<file path="config.mk">
export PLATFORM = sky130hd
export DESIGN_NAME = ata_task_file_dma_irq_status
export DESIGN_NICKNAME = d
export VERILOG_FILES = /design/src/hw/ata_tf_pkg.sv /design/src/hw/ata_task_file_dma_irq_status.sv
export SDC_FILE = /design/constraint.sdc
export NUM_CORES = 1
export LEC_CHECK = 0
export BUFFER_PORTS_ARGS = -buffer_cell sky130_fd_sc_hd__clkbuf_2
export CAP_MARGIN = 20
export CELL_PAD_IN_SITES_DETAIL_PLACEMENT = 0
export CELL_PAD_IN_SITES_GLOBAL_PLACEMENT = 1
export CORE_AREA = 2 2 102 104
export DETAILED_ROUTE_END_ITERATION = 7
export DIE_AREA = 0 0 104 106
export GPL_ROUTABILITY_DRIVEN = 0
export PLACE_DENSITY = 0.84
export SYNTH_ARGS = -nofsm -noshare
export SYNTH_HDL_FRONTEND = slang
export SYNTH_SLANG_ARGS = --single-unit
</file>
<file path="constraint.sdc">
create_clock -name clk -period 3 [get_ports clk]
set_input_delay 0.3 -clock clk [delete_from_list [all_inputs] [get_ports clk]]
set_output_delay 0.3 -clock clk [all_outputs]
set_load 0.01 [all_outputs]
</file>
<file path="src/hw/ata_tf_pkg.sv">
package ata_tf_pkg;

  // ==========================================================
  // register offsets
  localparam logic [7:0]  CMD_OFS    = 8'h44;
  localparam logic [7:0]  CYLH_OFS   = 8'h4c;
  localparam logic [7:0]  DRVH_OFS   = 8'h4d;
  localparam logic [7:0]  ALT_OFS    = 8'h4e;
  localparam logic [7:0]  DRVA_OFS   = 8'h4f;
  localparam logic [7:0]  SRC_OFS    = 8'h50;
  localparam logic [7:0]  EN_OFS     = 8'h54;

  // ==========================================================
  // peripheral select codes {cs1, cs0, da2, da1, da0}
  localparam logic [4:0]  SEL_CMD    = 5'h17;
  localparam logic [4:0]  SEL_CYLH   = 5'h15;
  localparam logic [4:0]  SEL_DRVH   = 5'h16;
  localparam logic [4:0]  SEL_ALT    = 5'h0e;
  localparam logic [4:0]  SEL_DRVA   = 5'h0f;
  localparam logic [4:0]  SEL_IDLE   = 5'h00;

  // ==========================================================
  // reset and fixed values
  localparam logic [7:0]  TF_RST     = 8'h00;
  localparam logic [7:0]  CMD_RD_VAL = 8'hff;
  localparam logic [15:0] SRC_RST    = 16'h0000;
  localparam logic [15:0] EN_RST     = 16'h0000;
  localparam logic [15:0] SRC_MASK   = 16'h1ffe;
  localparam logic [15:0] RD_ZERO    = 16'h0000;

  // ==========================================================
  // source bit positions
  localparam int ODD_BIT   = 12;
  localparam int EXT_BIT   = 11;
  localparam int INT_BIT   = 10;
  localparam int PEND_BIT  = 9;
  localparam int XFER_BIT  = 8;
  localparam int WFE_BIT   = 7;
  localparam int WFF_BIT   = 6;
  localparam int RFE_BIT   = 5;
  localparam int RDD_BIT   = 4;
  localparam int BSY_BIT   = 3;
  localparam int TFRD_BIT  = 2;
  localparam int CZI_BIT   = 1;

  // ==========================================================
  // carriers
  typedef struct packed {
    logic cmd_done;
    logic generic_dma_mode;
    logic master_dma_mode;
    logic slave_out_dir;
    logic odd_last_out;
    logic external_end_flag;
    logic short_pkt;
    logic short_zero_len;
    logic count_zero;
    logic fifo_drained;
    logic intrq;
    logic data_wr_fifo_empty;
    logic data_wr_fifo_full;
    logic data_rd_fifo_empty;
    logic data_rd_fifo_has_data;
    logic periph_busy;
    logic poll_start;
    logic taskfile_readback_done;
  } dma_evt_s;

  typedef struct packed {
    logic [4:0] sel;
    logic       wr;
    logic       rd;
    logic [7:0] data;
  } pio_cycle_s;

endpackage

</file>
<file path="src/hw/ata_task_file_dma_irq_status.sv">
// The address-and-strobe port is this design's own decision.
`timescale 1ns/100ps

// Function
// - cylinder-high at 4ch, select cs1 high cs0 low da 101, resets zero.
// - drive/head at 4dh, select cs1 high cs0 low da 110, read/write.
// - command at 44h, select da 111, write-only, reads return ffh.
// - alternate status/control at 4eh, select cs1 low cs0 high da 110.
// - drive address at 4fh, select cs1 low cs0 high da 111.
// - 16-bit source register at 50h; bits 15..13 and 0 reserved, reset zero.
// - source bits 9..4 refreshed whenever a dma command finishes.
// - writing one clears that source bit; zeros leave bits unchanged.
// - odd-byte flag set on final odd out packet, slave out mode only.
// - external end flag set on external end, generic mode only.
// - internal end flag set when an internal end is detected.
// - pending flag set on interrupt request from the peripheral.
// - complete flag set at counter zero, generic or master mode only.
// - bit 7 set when the data write fifo is empty.
// - bit 6 set when write fifo full; software then stops writing.
// - bit 5 set when read fifo empty; software then stops reading.
// - bit 4 set when the data fifo holds unread data.
// - bit 3 set when peripheral busy drops; polling then stops.
// - bit 2 set when task file readback command has finished.
// - bit 1 set when fifo drained, count zero and interrupt seen.
// - internal end and complete flags combine to tell short or normal finish.
// - a zero-length packet never sets the internal end flag, but holds off the complete flag like a short packet.
// - 16-bit enable register at 54h gates sources; resets disabled.
module ata_task_file_dma_irq_status (
  input  wire logic                   clk,
  input  wire logic                   sys_rst,
  input  wire logic                   bus_rst,
  input  wire logic [7:0]             addr,
  input  wire logic [15:0]            wdata,
  input  wire logic                   wr,
  input  wire logic                   rd,
  output logic      [15:0]            rdata_q,
  input  wire ata_tf_pkg::dma_evt_s   evt,
  output ata_tf_pkg::pio_cycle_s      pio_q,
  output logic                        irq_q,
  output logic                        polling_q
);
  import ata_tf_pkg::*;

  // ==========================================================
  // address decode
  wire logic        hit_cmd;
  wire logic        hit_cylh;
  wire logic        hit_drvh;
  wire logic        hit_alt;
  wire logic        hit_drva;
  wire logic        hit_src;
  wire logic        hit_en;
  wire logic        hit_tf;
  wire logic        tf_acc;
  wire logic [4:0]  tf_sel;

  assign hit_cmd  = (addr == CMD_OFS);
  assign hit_cylh = (addr == CYLH_OFS);
  assign hit_drvh = (addr == DRVH_OFS);
  assign hit_alt  = (addr == ALT_OFS);
  assign hit_drva = (addr == DRVA_OFS);
  assign hit_src  = (addr == SRC_OFS);
  assign hit_en   = (addr == EN_OFS);
  assign hit_tf   = hit_cmd | hit_cylh | hit_drvh | hit_alt | hit_drva;
  assign tf_acc   = (wr | rd) & hit_tf & ~bus_rst;

  // select code per register
  assign tf_sel = hit_cylh ? SEL_CYLH :
                  hit_drvh ? SEL_DRVH :
                  hit_cmd  ? SEL_CMD  :
                  hit_alt  ? SEL_ALT  :
                  hit_drva ? SEL_DRVA :
                  SEL_IDLE;

  // ==========================================================
  // task file shadow registers
  logic [7:0]  cmd_q;
  logic [7:0]  cylh_q;
  logic [7:0]  drvh_q;
  logic [7:0]  alt_q;
  logic [7:0]  drva_q;
  logic [15:0] en_q;
  wire logic [7:0]  cmd_d;
  wire logic [7:0]  cylh_d;
  wire logic [7:0]  drvh_d;
  wire logic [7:0]  alt_d;
  wire logic [7:0]  drva_d;
  wire logic [15:0] en_d;

  // software keeps command write last; block just forwards each write
  assign cmd_d  = bus_rst ? TF_RST : (wr & hit_cmd)  ? wdata[7:0] : cmd_q;
  assign cylh_d = bus_rst ? TF_RST : (wr & hit_cylh) ? wdata[7:0] : cylh_q;
  assign drvh_d = bus_rst ? TF_RST : (wr & hit_drvh) ? wdata[7:0] : drvh_q;
  assign alt_d  = bus_rst ? TF_RST : (wr & hit_alt)  ? wdata[7:0] : alt_q;
  assign drva_d = bus_rst ? TF_RST : (wr & hit_drva) ? wdata[7:0] : drva_q;
  assign en_d   = bus_rst ? EN_RST : (wr & hit_en) ? (wdata & SRC_MASK) : en_q;

  always_ff @(posedge clk or posedge sys_rst) begin
    if (sys_rst) begin
      cmd_q  <= TF_RST;
      cylh_q <= TF_RST;
      drvh_q <= TF_RST;
      alt_q  <= TF_RST;
      drva_q <= TF_RST;
      en_q   <= EN_RST;
    end else begin
      cmd_q  <= cmd_d;
      cylh_q <= cylh_d;
      drvh_q <= drvh_d;
      alt_q  <= alt_d;
      drva_q <= drva_d;
      en_q   <= en_d;
    end
  end

  // ==========================================================
  // pio cycle generation
  pio_cycle_s pio_d;

  always_comb begin
    pio_d      = '0;
    pio_d.sel  = tf_acc ? tf_sel : SEL_IDLE;
    pio_d.wr   = tf_acc & wr;
    pio_d.rd   = tf_acc & rd;
    pio_d.data = (tf_acc & wr) ? wdata[7:0] : TF_RST;
  end

  always_ff @(posedge clk or posedge sys_rst) begin
    if (sys_rst) begin
      pio_q <= '0;
    end else begin
      pio_q <= pio_d;
    end
  end

  // ==========================================================
  // event edge detection
  logic intrq_q;
  logic wfe_q;
  logic wff_q;
  logic rfe_q;
  logic rdd_q;
  logic intrq_seen_q;
  logic poll_q;
  wire logic intrq_rise;
  wire logic wfe_rise;
  wire logic wff_rise;
  wire logic rfe_rise;
  wire logic rdd_rise;
  wire logic busy_done;
  wire logic seen_d;
  wire logic poll_d;

  assign intrq_rise = evt.intrq & ~intrq_q;
  assign wfe_rise   = evt.data_wr_fifo_empty & ~wfe_q;
  assign wff_rise   = evt.data_wr_fifo_full & ~wff_q;
  assign rfe_rise   = evt.data_rd_fifo_empty & ~rfe_q;
  assign rdd_rise   = evt.data_rd_fifo_has_data & ~rdd_q;
  assign busy_done  = poll_q & ~evt.periph_busy;
  // polling stops once busy has dropped
  assign poll_d     = bus_rst ? 1'b0 : evt.poll_start | (poll_q & evt.periph_busy);
  assign seen_d     = bus_rst ? 1'b0 : intrq_rise | (intrq_seen_q & ~evt.cmd_done);

  always_ff @(posedge clk or posedge sys_rst) begin
    if (sys_rst) begin
      intrq_q      <= 1'b0;
      wfe_q        <= 1'b0;
      wff_q        <= 1'b0;
      rfe_q        <= 1'b0;
      rdd_q        <= 1'b0;
      intrq_seen_q <= 1'b0;
      poll_q       <= 1'b0;
    end else begin
      intrq_q      <= evt.intrq;
      wfe_q        <= evt.data_wr_fifo_empty;
      wff_q        <= evt.data_wr_fifo_full;
      rfe_q        <= evt.data_rd_fifo_empty;
      rdd_q        <= evt.data_rd_fifo_has_data;
      intrq_seen_q <= seen_d;
      poll_q       <= poll_d;
    end
  end

  // ==========================================================
  // dma interrupt source register
  logic [15:0] src_q;
  logic [15:0] set_vec;
  wire logic [15:0] src_clr;
  wire logic [15:0] src_d;
  wire logic        refresh;
  wire logic        xfer_mode;
  wire logic        real_short;
  wire logic        czi_hit;

  assign refresh    = evt.cmd_done;
  assign xfer_mode  = evt.generic_dma_mode | evt.master_dma_mode;
  assign real_short = evt.short_pkt & ~evt.short_zero_len;
  assign czi_hit    = evt.fifo_drained & evt.count_zero & (intrq_seen_q | intrq_rise);

  always_comb begin
    set_vec = '0;
    set_vec[ODD_BIT]  = evt.odd_last_out & evt.slave_out_dir;
    set_vec[EXT_BIT]  = evt.external_end_flag & evt.generic_dma_mode;
    // internal end and complete combine into short/normal finish
    set_vec[INT_BIT]  = real_short;
    set_vec[PEND_BIT] = intrq_rise | (refresh & evt.intrq);
    set_vec[XFER_BIT] = evt.count_zero & xfer_mode & (refresh | ~evt.short_pkt);
    set_vec[WFE_BIT]  = wfe_rise | (refresh & evt.data_wr_fifo_empty);
    set_vec[WFF_BIT]  = wff_rise | (refresh & evt.data_wr_fifo_full);
    set_vec[RFE_BIT]  = rfe_rise | (refresh & evt.data_rd_fifo_empty);
    set_vec[RDD_BIT]  = rdd_rise | (refresh & evt.data_rd_fifo_has_data);
    set_vec[BSY_BIT]  = busy_done;
    set_vec[TFRD_BIT] = evt.taskfile_readback_done;
    set_vec[CZI_BIT]  = czi_hit;
  end

  // write-one clears, set wins over clear
  assign src_clr = (wr & hit_src) ? wdata : RD_ZERO;
  assign src_d   = bus_rst ? SRC_RST : ((src_q & ~src_clr) | set_vec) & SRC_MASK;

  always_ff @(posedge clk or posedge sys_rst) begin
    if (sys_rst) begin
      src_q <= SRC_RST;
    end else begin
      src_q <= src_d;
    end
  end

  // ==========================================================
  // read path and status outputs
  wire logic [15:0] rdata_d;
  wire logic        irq_d;

  assign rdata_d = ~rd      ? RD_ZERO :
                   hit_cmd  ? {8'h00, CMD_RD_VAL} :
                   hit_cylh ? {8'h00, cylh_q} :
                   hit_drvh ? {8'h00, drvh_q} :
                   hit_alt  ? {8'h00, alt_q} :
                   hit_drva ? {8'h00, drva_q} :
                   hit_src  ? src_q :
                   hit_en   ? en_q :
                   RD_ZERO;
  assign irq_d   = ~bus_rst & |(src_q & en_q);

  always_ff @(posedge clk or posedge sys_rst) begin
    if (sys_rst) begin
      rdata_q   <= RD_ZERO;
      irq_q     <= 1'b0;
      polling_q <= 1'b0;
    end else begin
      rdata_q   <= rdata_d;
      irq_q     <= irq_d;
      polling_q <= poll_d;
    end
  end
endmodule

</file>
==> metrics.txt, run 1 <==
status=complete, no violations; cells after synthesis=~380; vias in the first global route=~3000; worst hold stages=1; ANT nets after route=0; crit path kind=in -> reg; Syn Std Cell Area=~4200 µm²; reg-to-reg startpoint=src_q[6]$_DFF_PP0_; Ant. Diodes=0; area grow syn2layout=17.5%; final instance area=4890 µm²; CP Capture Type=register; P per Cell Area=just under 500 nW/µm²; Max H-tree Level=3; largest family of logic cells by synthesized area=multiplexers; post-synthesis compound-gate area fraction=0.103; die height=about 110 µm; synthesized flop and latch total=between 90 and 100; Final Max Slew Viols=0; setup bufs post-CTS=0; initial drt markers=roughly 120; HP Start=evt[6]; Leak=between 2 and 2.5 nW; CTS hold repair buffers=0; Simple-Gate Fraction of Synth Area=0.133; mux cell area share after synthesis=0.159; Final Hold Fails=0; Pint=1.83 mW; CP required=3.22 ns; slack of the worst reg-to-reg path=1.81 ns; first-pass GRT wire length=between 10 and 15 mm; reg2reg end=irq_q$_DFF_PP0_; CTS root buffer=clkbuf_8; Net count, final=491; WL/cell=roughly 15 µm; initial antenna violation count=0; Tot GR Track Use=0.171; Yosys cell types=41; Clock Skews=around 0.0095 ns; Sw Ratio=0.234; hpwl dp=~6.2 mm; CTS max path bufs=2; cts repair resizes=0; Synth area leaders=dfrtp_1 (55%), mux2i_1 (13%), nor2_1 (5.8%); setup slack after layout=~1.1 ns; Die Area=approximately 11000 µm²; Final Core Density=0.489; Setup TNS=0 ns; CTS sink cnt=a little over 90; I/O Buffers=73; Worst-Margin Slew=around 0.87 ns; clock-pin slew on the worst setup and hold paths=0.09 ns; unrepaired setup endpoints after global routing=no; Startpoint Class=input port; WL met2=approximately 4.2 mm; Adder-Cell Fraction of Synth Area=0; Worst Hold Class=in -> reg; Tmin final=between 1.5 and 2 ns; TritonCTS buffer count=9; metal3 WL=roughly 430 µm; sw power=~0.56 mW; area share of the largest cell type after synthesis=0.554; Worst EP arrival=between 2 and 2.5 ns; Pre-Repair DR Iteration Count=4; Mapped Avg Cell Area=about 11 µm²; CTS tree=done; biggest area consumer among synthesized cells=dfrtp_1; DRC=0; share of cells above drive strength 1=0.252; # rows=37; R2R cell count=3; largest net degree at the start of global routing=a little under 60; top layer in use=met4; vias per cell=a little over 5; grt total ovfl=0; fmax=0.528 GHz; Slew HR=0.419; Flop pwr share=0.530; core footprint=~10000 µm²; initial cell density of the core=0.416; Worst VDD drop=about 0.00023 V; clock group share of total power=0.397; io pins=80; worst-path fanout max=9; Vias=around 3000; post-synthesis sequential area ratio=0.554; dpl ws=about 0.74 ns; met1 wire length=4.20 mm; max-cap violations=0; Hold Path Sink=wfe_q$_DFF_PP0_; Syn. warnings=0; Comb power frac=0.074; total wire length=a little under 9 mm; Placed Area=around 4700 µm²; Setup Viol. Count Final=0; Die W=~100 µm; Skew-Pair Late Insertion Delay=roughly 0.35 ns; post-synthesis xor/xnor area fraction=0.00211; fin crit share=0.631
[through the flow]
step | hold slack (ns) | std cells | power (mW)
after CTS | 0.0481 | 585 | 2.42
final | 0.0614 | 585 | 2.39
after detailed placement | 0.425 | 569 | 1.47
after global placement | 0.423 | 569 | 1.47
after floorplan | 0.331 | 377 | 1.40
after global routing | 0.0424 | 585 | 2.49
[worst max-delay path, stage by stage]
cell      delay [ns]
clkbuf_2        0.09
or3b_1          0.64
nor4_4          0.75
mux2i_1         0.27
nor2_1          0.06
[routing by layer]
metal / track usage / vias to the layer above
li1: - / 1420
met2: 0.255 / 82
met1: 0.248 / 1467
met3: 0.0307 / 11
met5: 0 / -
met4: 0.0676 / 0
[area by class of cell]
type / count / area, µm²
Clock buffer: 11 / 151
Inverter: 23 / 87.6
Tap cell: 136 / 170
Clock inverter: 5 / 82.6
Fill cell: 942 / 5110
Sequential cell: 92 / 2300
Multi-Input combinational cell: 239 / 1670
Timing Repair Buffer: 79 / 423
[cells in the mapped netlist, drive strengths merged]
library cell	n
mux4	1
a211o	1
nor2b	3
a22oi	7
nand2b	3
dfrtp	92
clkbuf	11
o2bb2ai	7
nand4b	1
inv	23
a221oi	3
nor4	3
o21ai	17
nor2	64
a21oi	17
a211oi	1
nand3	1
mux2	7
nor4b	1
buf	12
o22ai	7
xnor2	1
o211ai	1
and2	10
nand2	8
or3b	1
a22o	3
mux2i	56
a31oi	1
nand4	2
conb	1
nor3	4
or2	1
nor3b	3
o41ai	1
[kinds of logic (layout without fill, tap and decap cells)]
| kind of cell | Yosys count | after routing |
|---|---|---|
| flops | 92 | 92 |
| compound gates | 66 | 66 |
| other cells | 1 | 3 |
| simple gates | 105 | 105 |
| mux | 64 | 64 |
| xor+xnor | 1 | 1 |
| buf+inv | 46 | 118 |
[how the worst max path moves through the flow]
stage	cells past startpoint	slack [ns]	start	end
floorplan	1	0.31	sys_rst	alt_q[0]$_DFFE_PP0P_
global placement	5	0.74	addr[7]	drvh_q[5]$_DFFE_PP0P_
detailed placement	5	0.74	addr[7]	drvh_q[5]$_DFFE_PP0P_
CTS	5	1.12	addr[7]	drvh_q[5]$_DFFE_PP0P_
global route	5	0.99	addr[1]	src_q[10]$_DFF_PP0_
finish	5	1.11	addr[7]	drvh_q[3]$_DFFE_PP0P_
[layout by cell type (no fill, tap or decap), types with 3 or more instances in the layout]
cell        n
a22oi_1     7
mux2i_1    56
buf_4       5
clkbuf_2   73
a21oi_1    17
nor2_1     64
a221oi_1    3
o21ai_0    17
nand2_1     8
nor4_4      3
nor2b_1     3
a22o_1      3
clkbuf_8   11
mux2_2      7
nand2b_1    3
inv_1      22
conb_1      3
dfrtp_1    92
o22ai_1     7
o2bb2ai_1   7
and2_1     10
[power by group through the flow]
| stage | Combinational (mW) | Sequential (mW) | Clock, mW |
|---|---|---|---|
| after global routing | 0.199 | 1.27 | 1.03 |
| after CTS | 0.180 | 1.27 | 0.972 |
| after floorplan | 0.110 | 1.29 | 0 |
| after detailed placement | 0.179 | 1.29 | 0 |
| final | 0.177 | 1.27 | 0.949 |
| after global placement | 0.176 | 1.29 | 0 |
[registers in the layout, indices dropped and copies added (netlist names), 8 cells and up]
register,cells
alt_q,8
cylh_q,8
drva_q,8
drvh_q,8
en_q,12
pio_q,15
rdata_q,13
src_q,12
No activity file was read; power rests on OpenSTA's default activity.
==> inputs of run 2 (changes only) <==
Clock period 3 ns to 1.83 ns, I/O delays scaled along.
==> run 2 against run 1 <==
Compared with the run above:
- sequential share of layout area down 1.6 points
- clock skew down 0.0015 ns
- hold slack worse by 0.015 ns
- clock power up 43%
- critical path type unchanged
- largest cell class unchanged
==> metrics.txt, run 2 (synthesized netlist as in run 1, its figures left out) <==
status=complete, no violations; Largest regs=pio_q: 15 flops, rdata_q: 13 flops; Leak=2.48 nW (+2.8%); fmax=0.720 GHz; met2 GRT Util=0.276 (+0.0207); Die W=104 µm (unchanged); Skew-Pair Late Insertion Delay=0.34 ns (about the same); fin crit share=0.759; Worst Hold Class=in -> reg; met1 GRT Util=0.231 (-0.0177); vias in the first global route=3027 (+2.6%); Setup TNS=0 ns (unchanged); Vias=3033 (+1.8%); initial cell density of the core=0.416 (unchanged); Setup Viol. Count Final=0 (unchanged); Worst EP arrival=1.61 ns (-0.50 ns); Ant. Diodes=0 (unchanged); CTS root buffer=clkbuf_8; hold_ws=0.0466 ns (-0.0147 ns); hpwl dp=6.40 mm (+3.8%); vias per cell=5.01 (-1.6%); max-cap violations=0 (unchanged); share of cells above drive strength 1=0.269 (+0.0170); CP max stage delay=0.37 ns (-0.38 ns); Max H-tree Level=3 (unchanged); Crit-path slowest cell=or3b_1; Final Max Slew Viols=0 (unchanged); layer with the highest usage=met2; most frequent CP cell=buf_4; CTS tree=done; crit path kind=in -> reg; I/O Buffers=73 (unchanged); CTS sink cnt=92 (unchanged); setup bufs post-CTS=0 (unchanged); critical path, cell by cell=clkbuf_2, or3b_1, buf_4, nor4b_2, buf_4, mux2i_1, nor2_1; initial antenna violation count=0 (unchanged); Tmin final=around 1.4 ns; Final Core Density=0.506 (+0.0169); clock-pin slew on the worst setup and hold paths=0.09 ns (about the same); met3 global-route usage=0.0233 (-0.00736); final instance area=5050 µm² (+3.5%); Net count, final=511 (+4.1%); dpl ws=0.0866 ns (-0.654 ns); core footprint=10000 µm² (unchanged); area grow syn2layout=21.5%; ANT nets after route=0 (unchanged); worst-path fanout max=9 (unchanged); Fillers=924 (-1.9%); # rows=37 (unchanged); largest net degree at the start of global routing=93 (+60%); io pins=80 (unchanged); most common cell after layout, fill and taps aside=dfrtp_1; CP Capture Type=register; P per Cell Area=742 nW/µm² (+51%); most frequent cells in the layout=dfrtp_1 (92), clkbuf_2 (73), nor2_1 (64); WL/cell=15.1 µm (-1.5%); total wire length=9.11 mm (+1.9%); Startpoint Class=input port; unrepaired setup endpoints after global routing=no; CTS max path bufs=2 (unchanged); initial drt markers=135 (+11%); max reg flops=15 (unchanged); Die Area=11000 µm² (unchanged); die height=106 µm (unchanged); setup slack after layout=0.441 ns (-0.665 ns); grt total ovfl=0 (unchanged); CP required=2.05 ns (-1.17 ns); Pre-Repair DR Iteration Count=4 (unchanged); Placed Area=4800 µm² (+3.1%); TritonCTS buffer count=9 (unchanged); DRC=0 (unchanged); first-pass GRT wire length=14.9 mm (about the same); Final Hold Fails=0 (unchanged); Worst VDD drop=0.000428 V (+87%); Tot GR Track Use=0.169 (-0.00167); Reg with most FFs=pio_q; Clock Skews=0.00798 ns (-0.00153 ns)
==> run 2: worst paths after layout <==
check / cells past startpoint / slack (ns) / startpoint / to
max: 7 / 0.44 / addr[7] / alt_q[2]$_DFFE_PP0P_
min: 3 / 0.05 / evt[1] / poll_q$_DFF_PP0_
max reg2reg: 3 / 0.63 / src_q[6]$_DFF_PP0_ / irq_q$_DFF_PP0_
min reg2reg: 2 / 0.52 / cylh_q[0]$_DFFE_PP0P_ / cylh_q[0]$_DFFE_PP0P_
max in group asynchronous: 4 / 0.96 / sys_rst / rdata_q[1]$_DFF_PP0_
min in group asynchronous: 4 / 0.50 / sys_rst / en_q[12]$_DFFE_PP0P_
==> run 2: worst max-delay path, delay by kind of cell <==
family,cells,cell delay (ns)
multiplexers,1,0.21
AND/OR/NAND/NOR,3,0.68
buffers and inverters,3,0.53
==> run 2: final cells by class <==
cell class | instances | area [µm²] | area share
Clock buffer | 10 | 128 | 0.0252
Sequential cell | 92 | 2300 | 0.455
Multi-Input combinational cell | 239 | 1670 | 0.330
Timing Repair Buffer | 99 | 626 | 0.124
Clock inverter | 6 | 70.1 | 0.0139
Tap cell | 136 | 170 | 0.0337
Inverter | 23 | 90.1 | 0.0178
==> run 2: what timing repair did <==
| item | CTS | global route |
|---|---|---|
| resized for setup | 0 | 0 |
| hold buffers | 6 | 0 |
| setup endpoints to repair | 0 | 0 |
| hold endpoints to repair | 97 | 0 |
==> run 2: where the power goes <==
part	internal (mW)	switching, mW	leakage [nW]
combinational	0.116	0.196	1.13
sequential	2.06	0.0187	1.26
clock	0.642	0.718	0.0895
==> run 2: per-stage QoR <==
| stage | total power, mW | std cells |
|---|---|---|
| 2_1_floorplan | 2.30 | 377 |
| 3_3_place_gp | 2.42 | 583 |
| 3_5_place_dp | 2.42 | 583 |
| 4_1_cts | 3.80 | 605 |
| 5_1_grt | 3.92 | 605 |
| 6_report | 3.75 | 605 |
==> run 2: routing by layer <==
| metal | vias to the layer above | routed length, µm |
|---|---|---|
| met1 | 1508 | 4220 |
| li1 | 1456 | - |
| met4 | 0 | 109 |
| met2 | 62 | 4470 |
| met3 | 7 | 312 |
| met5 | - | 0 |
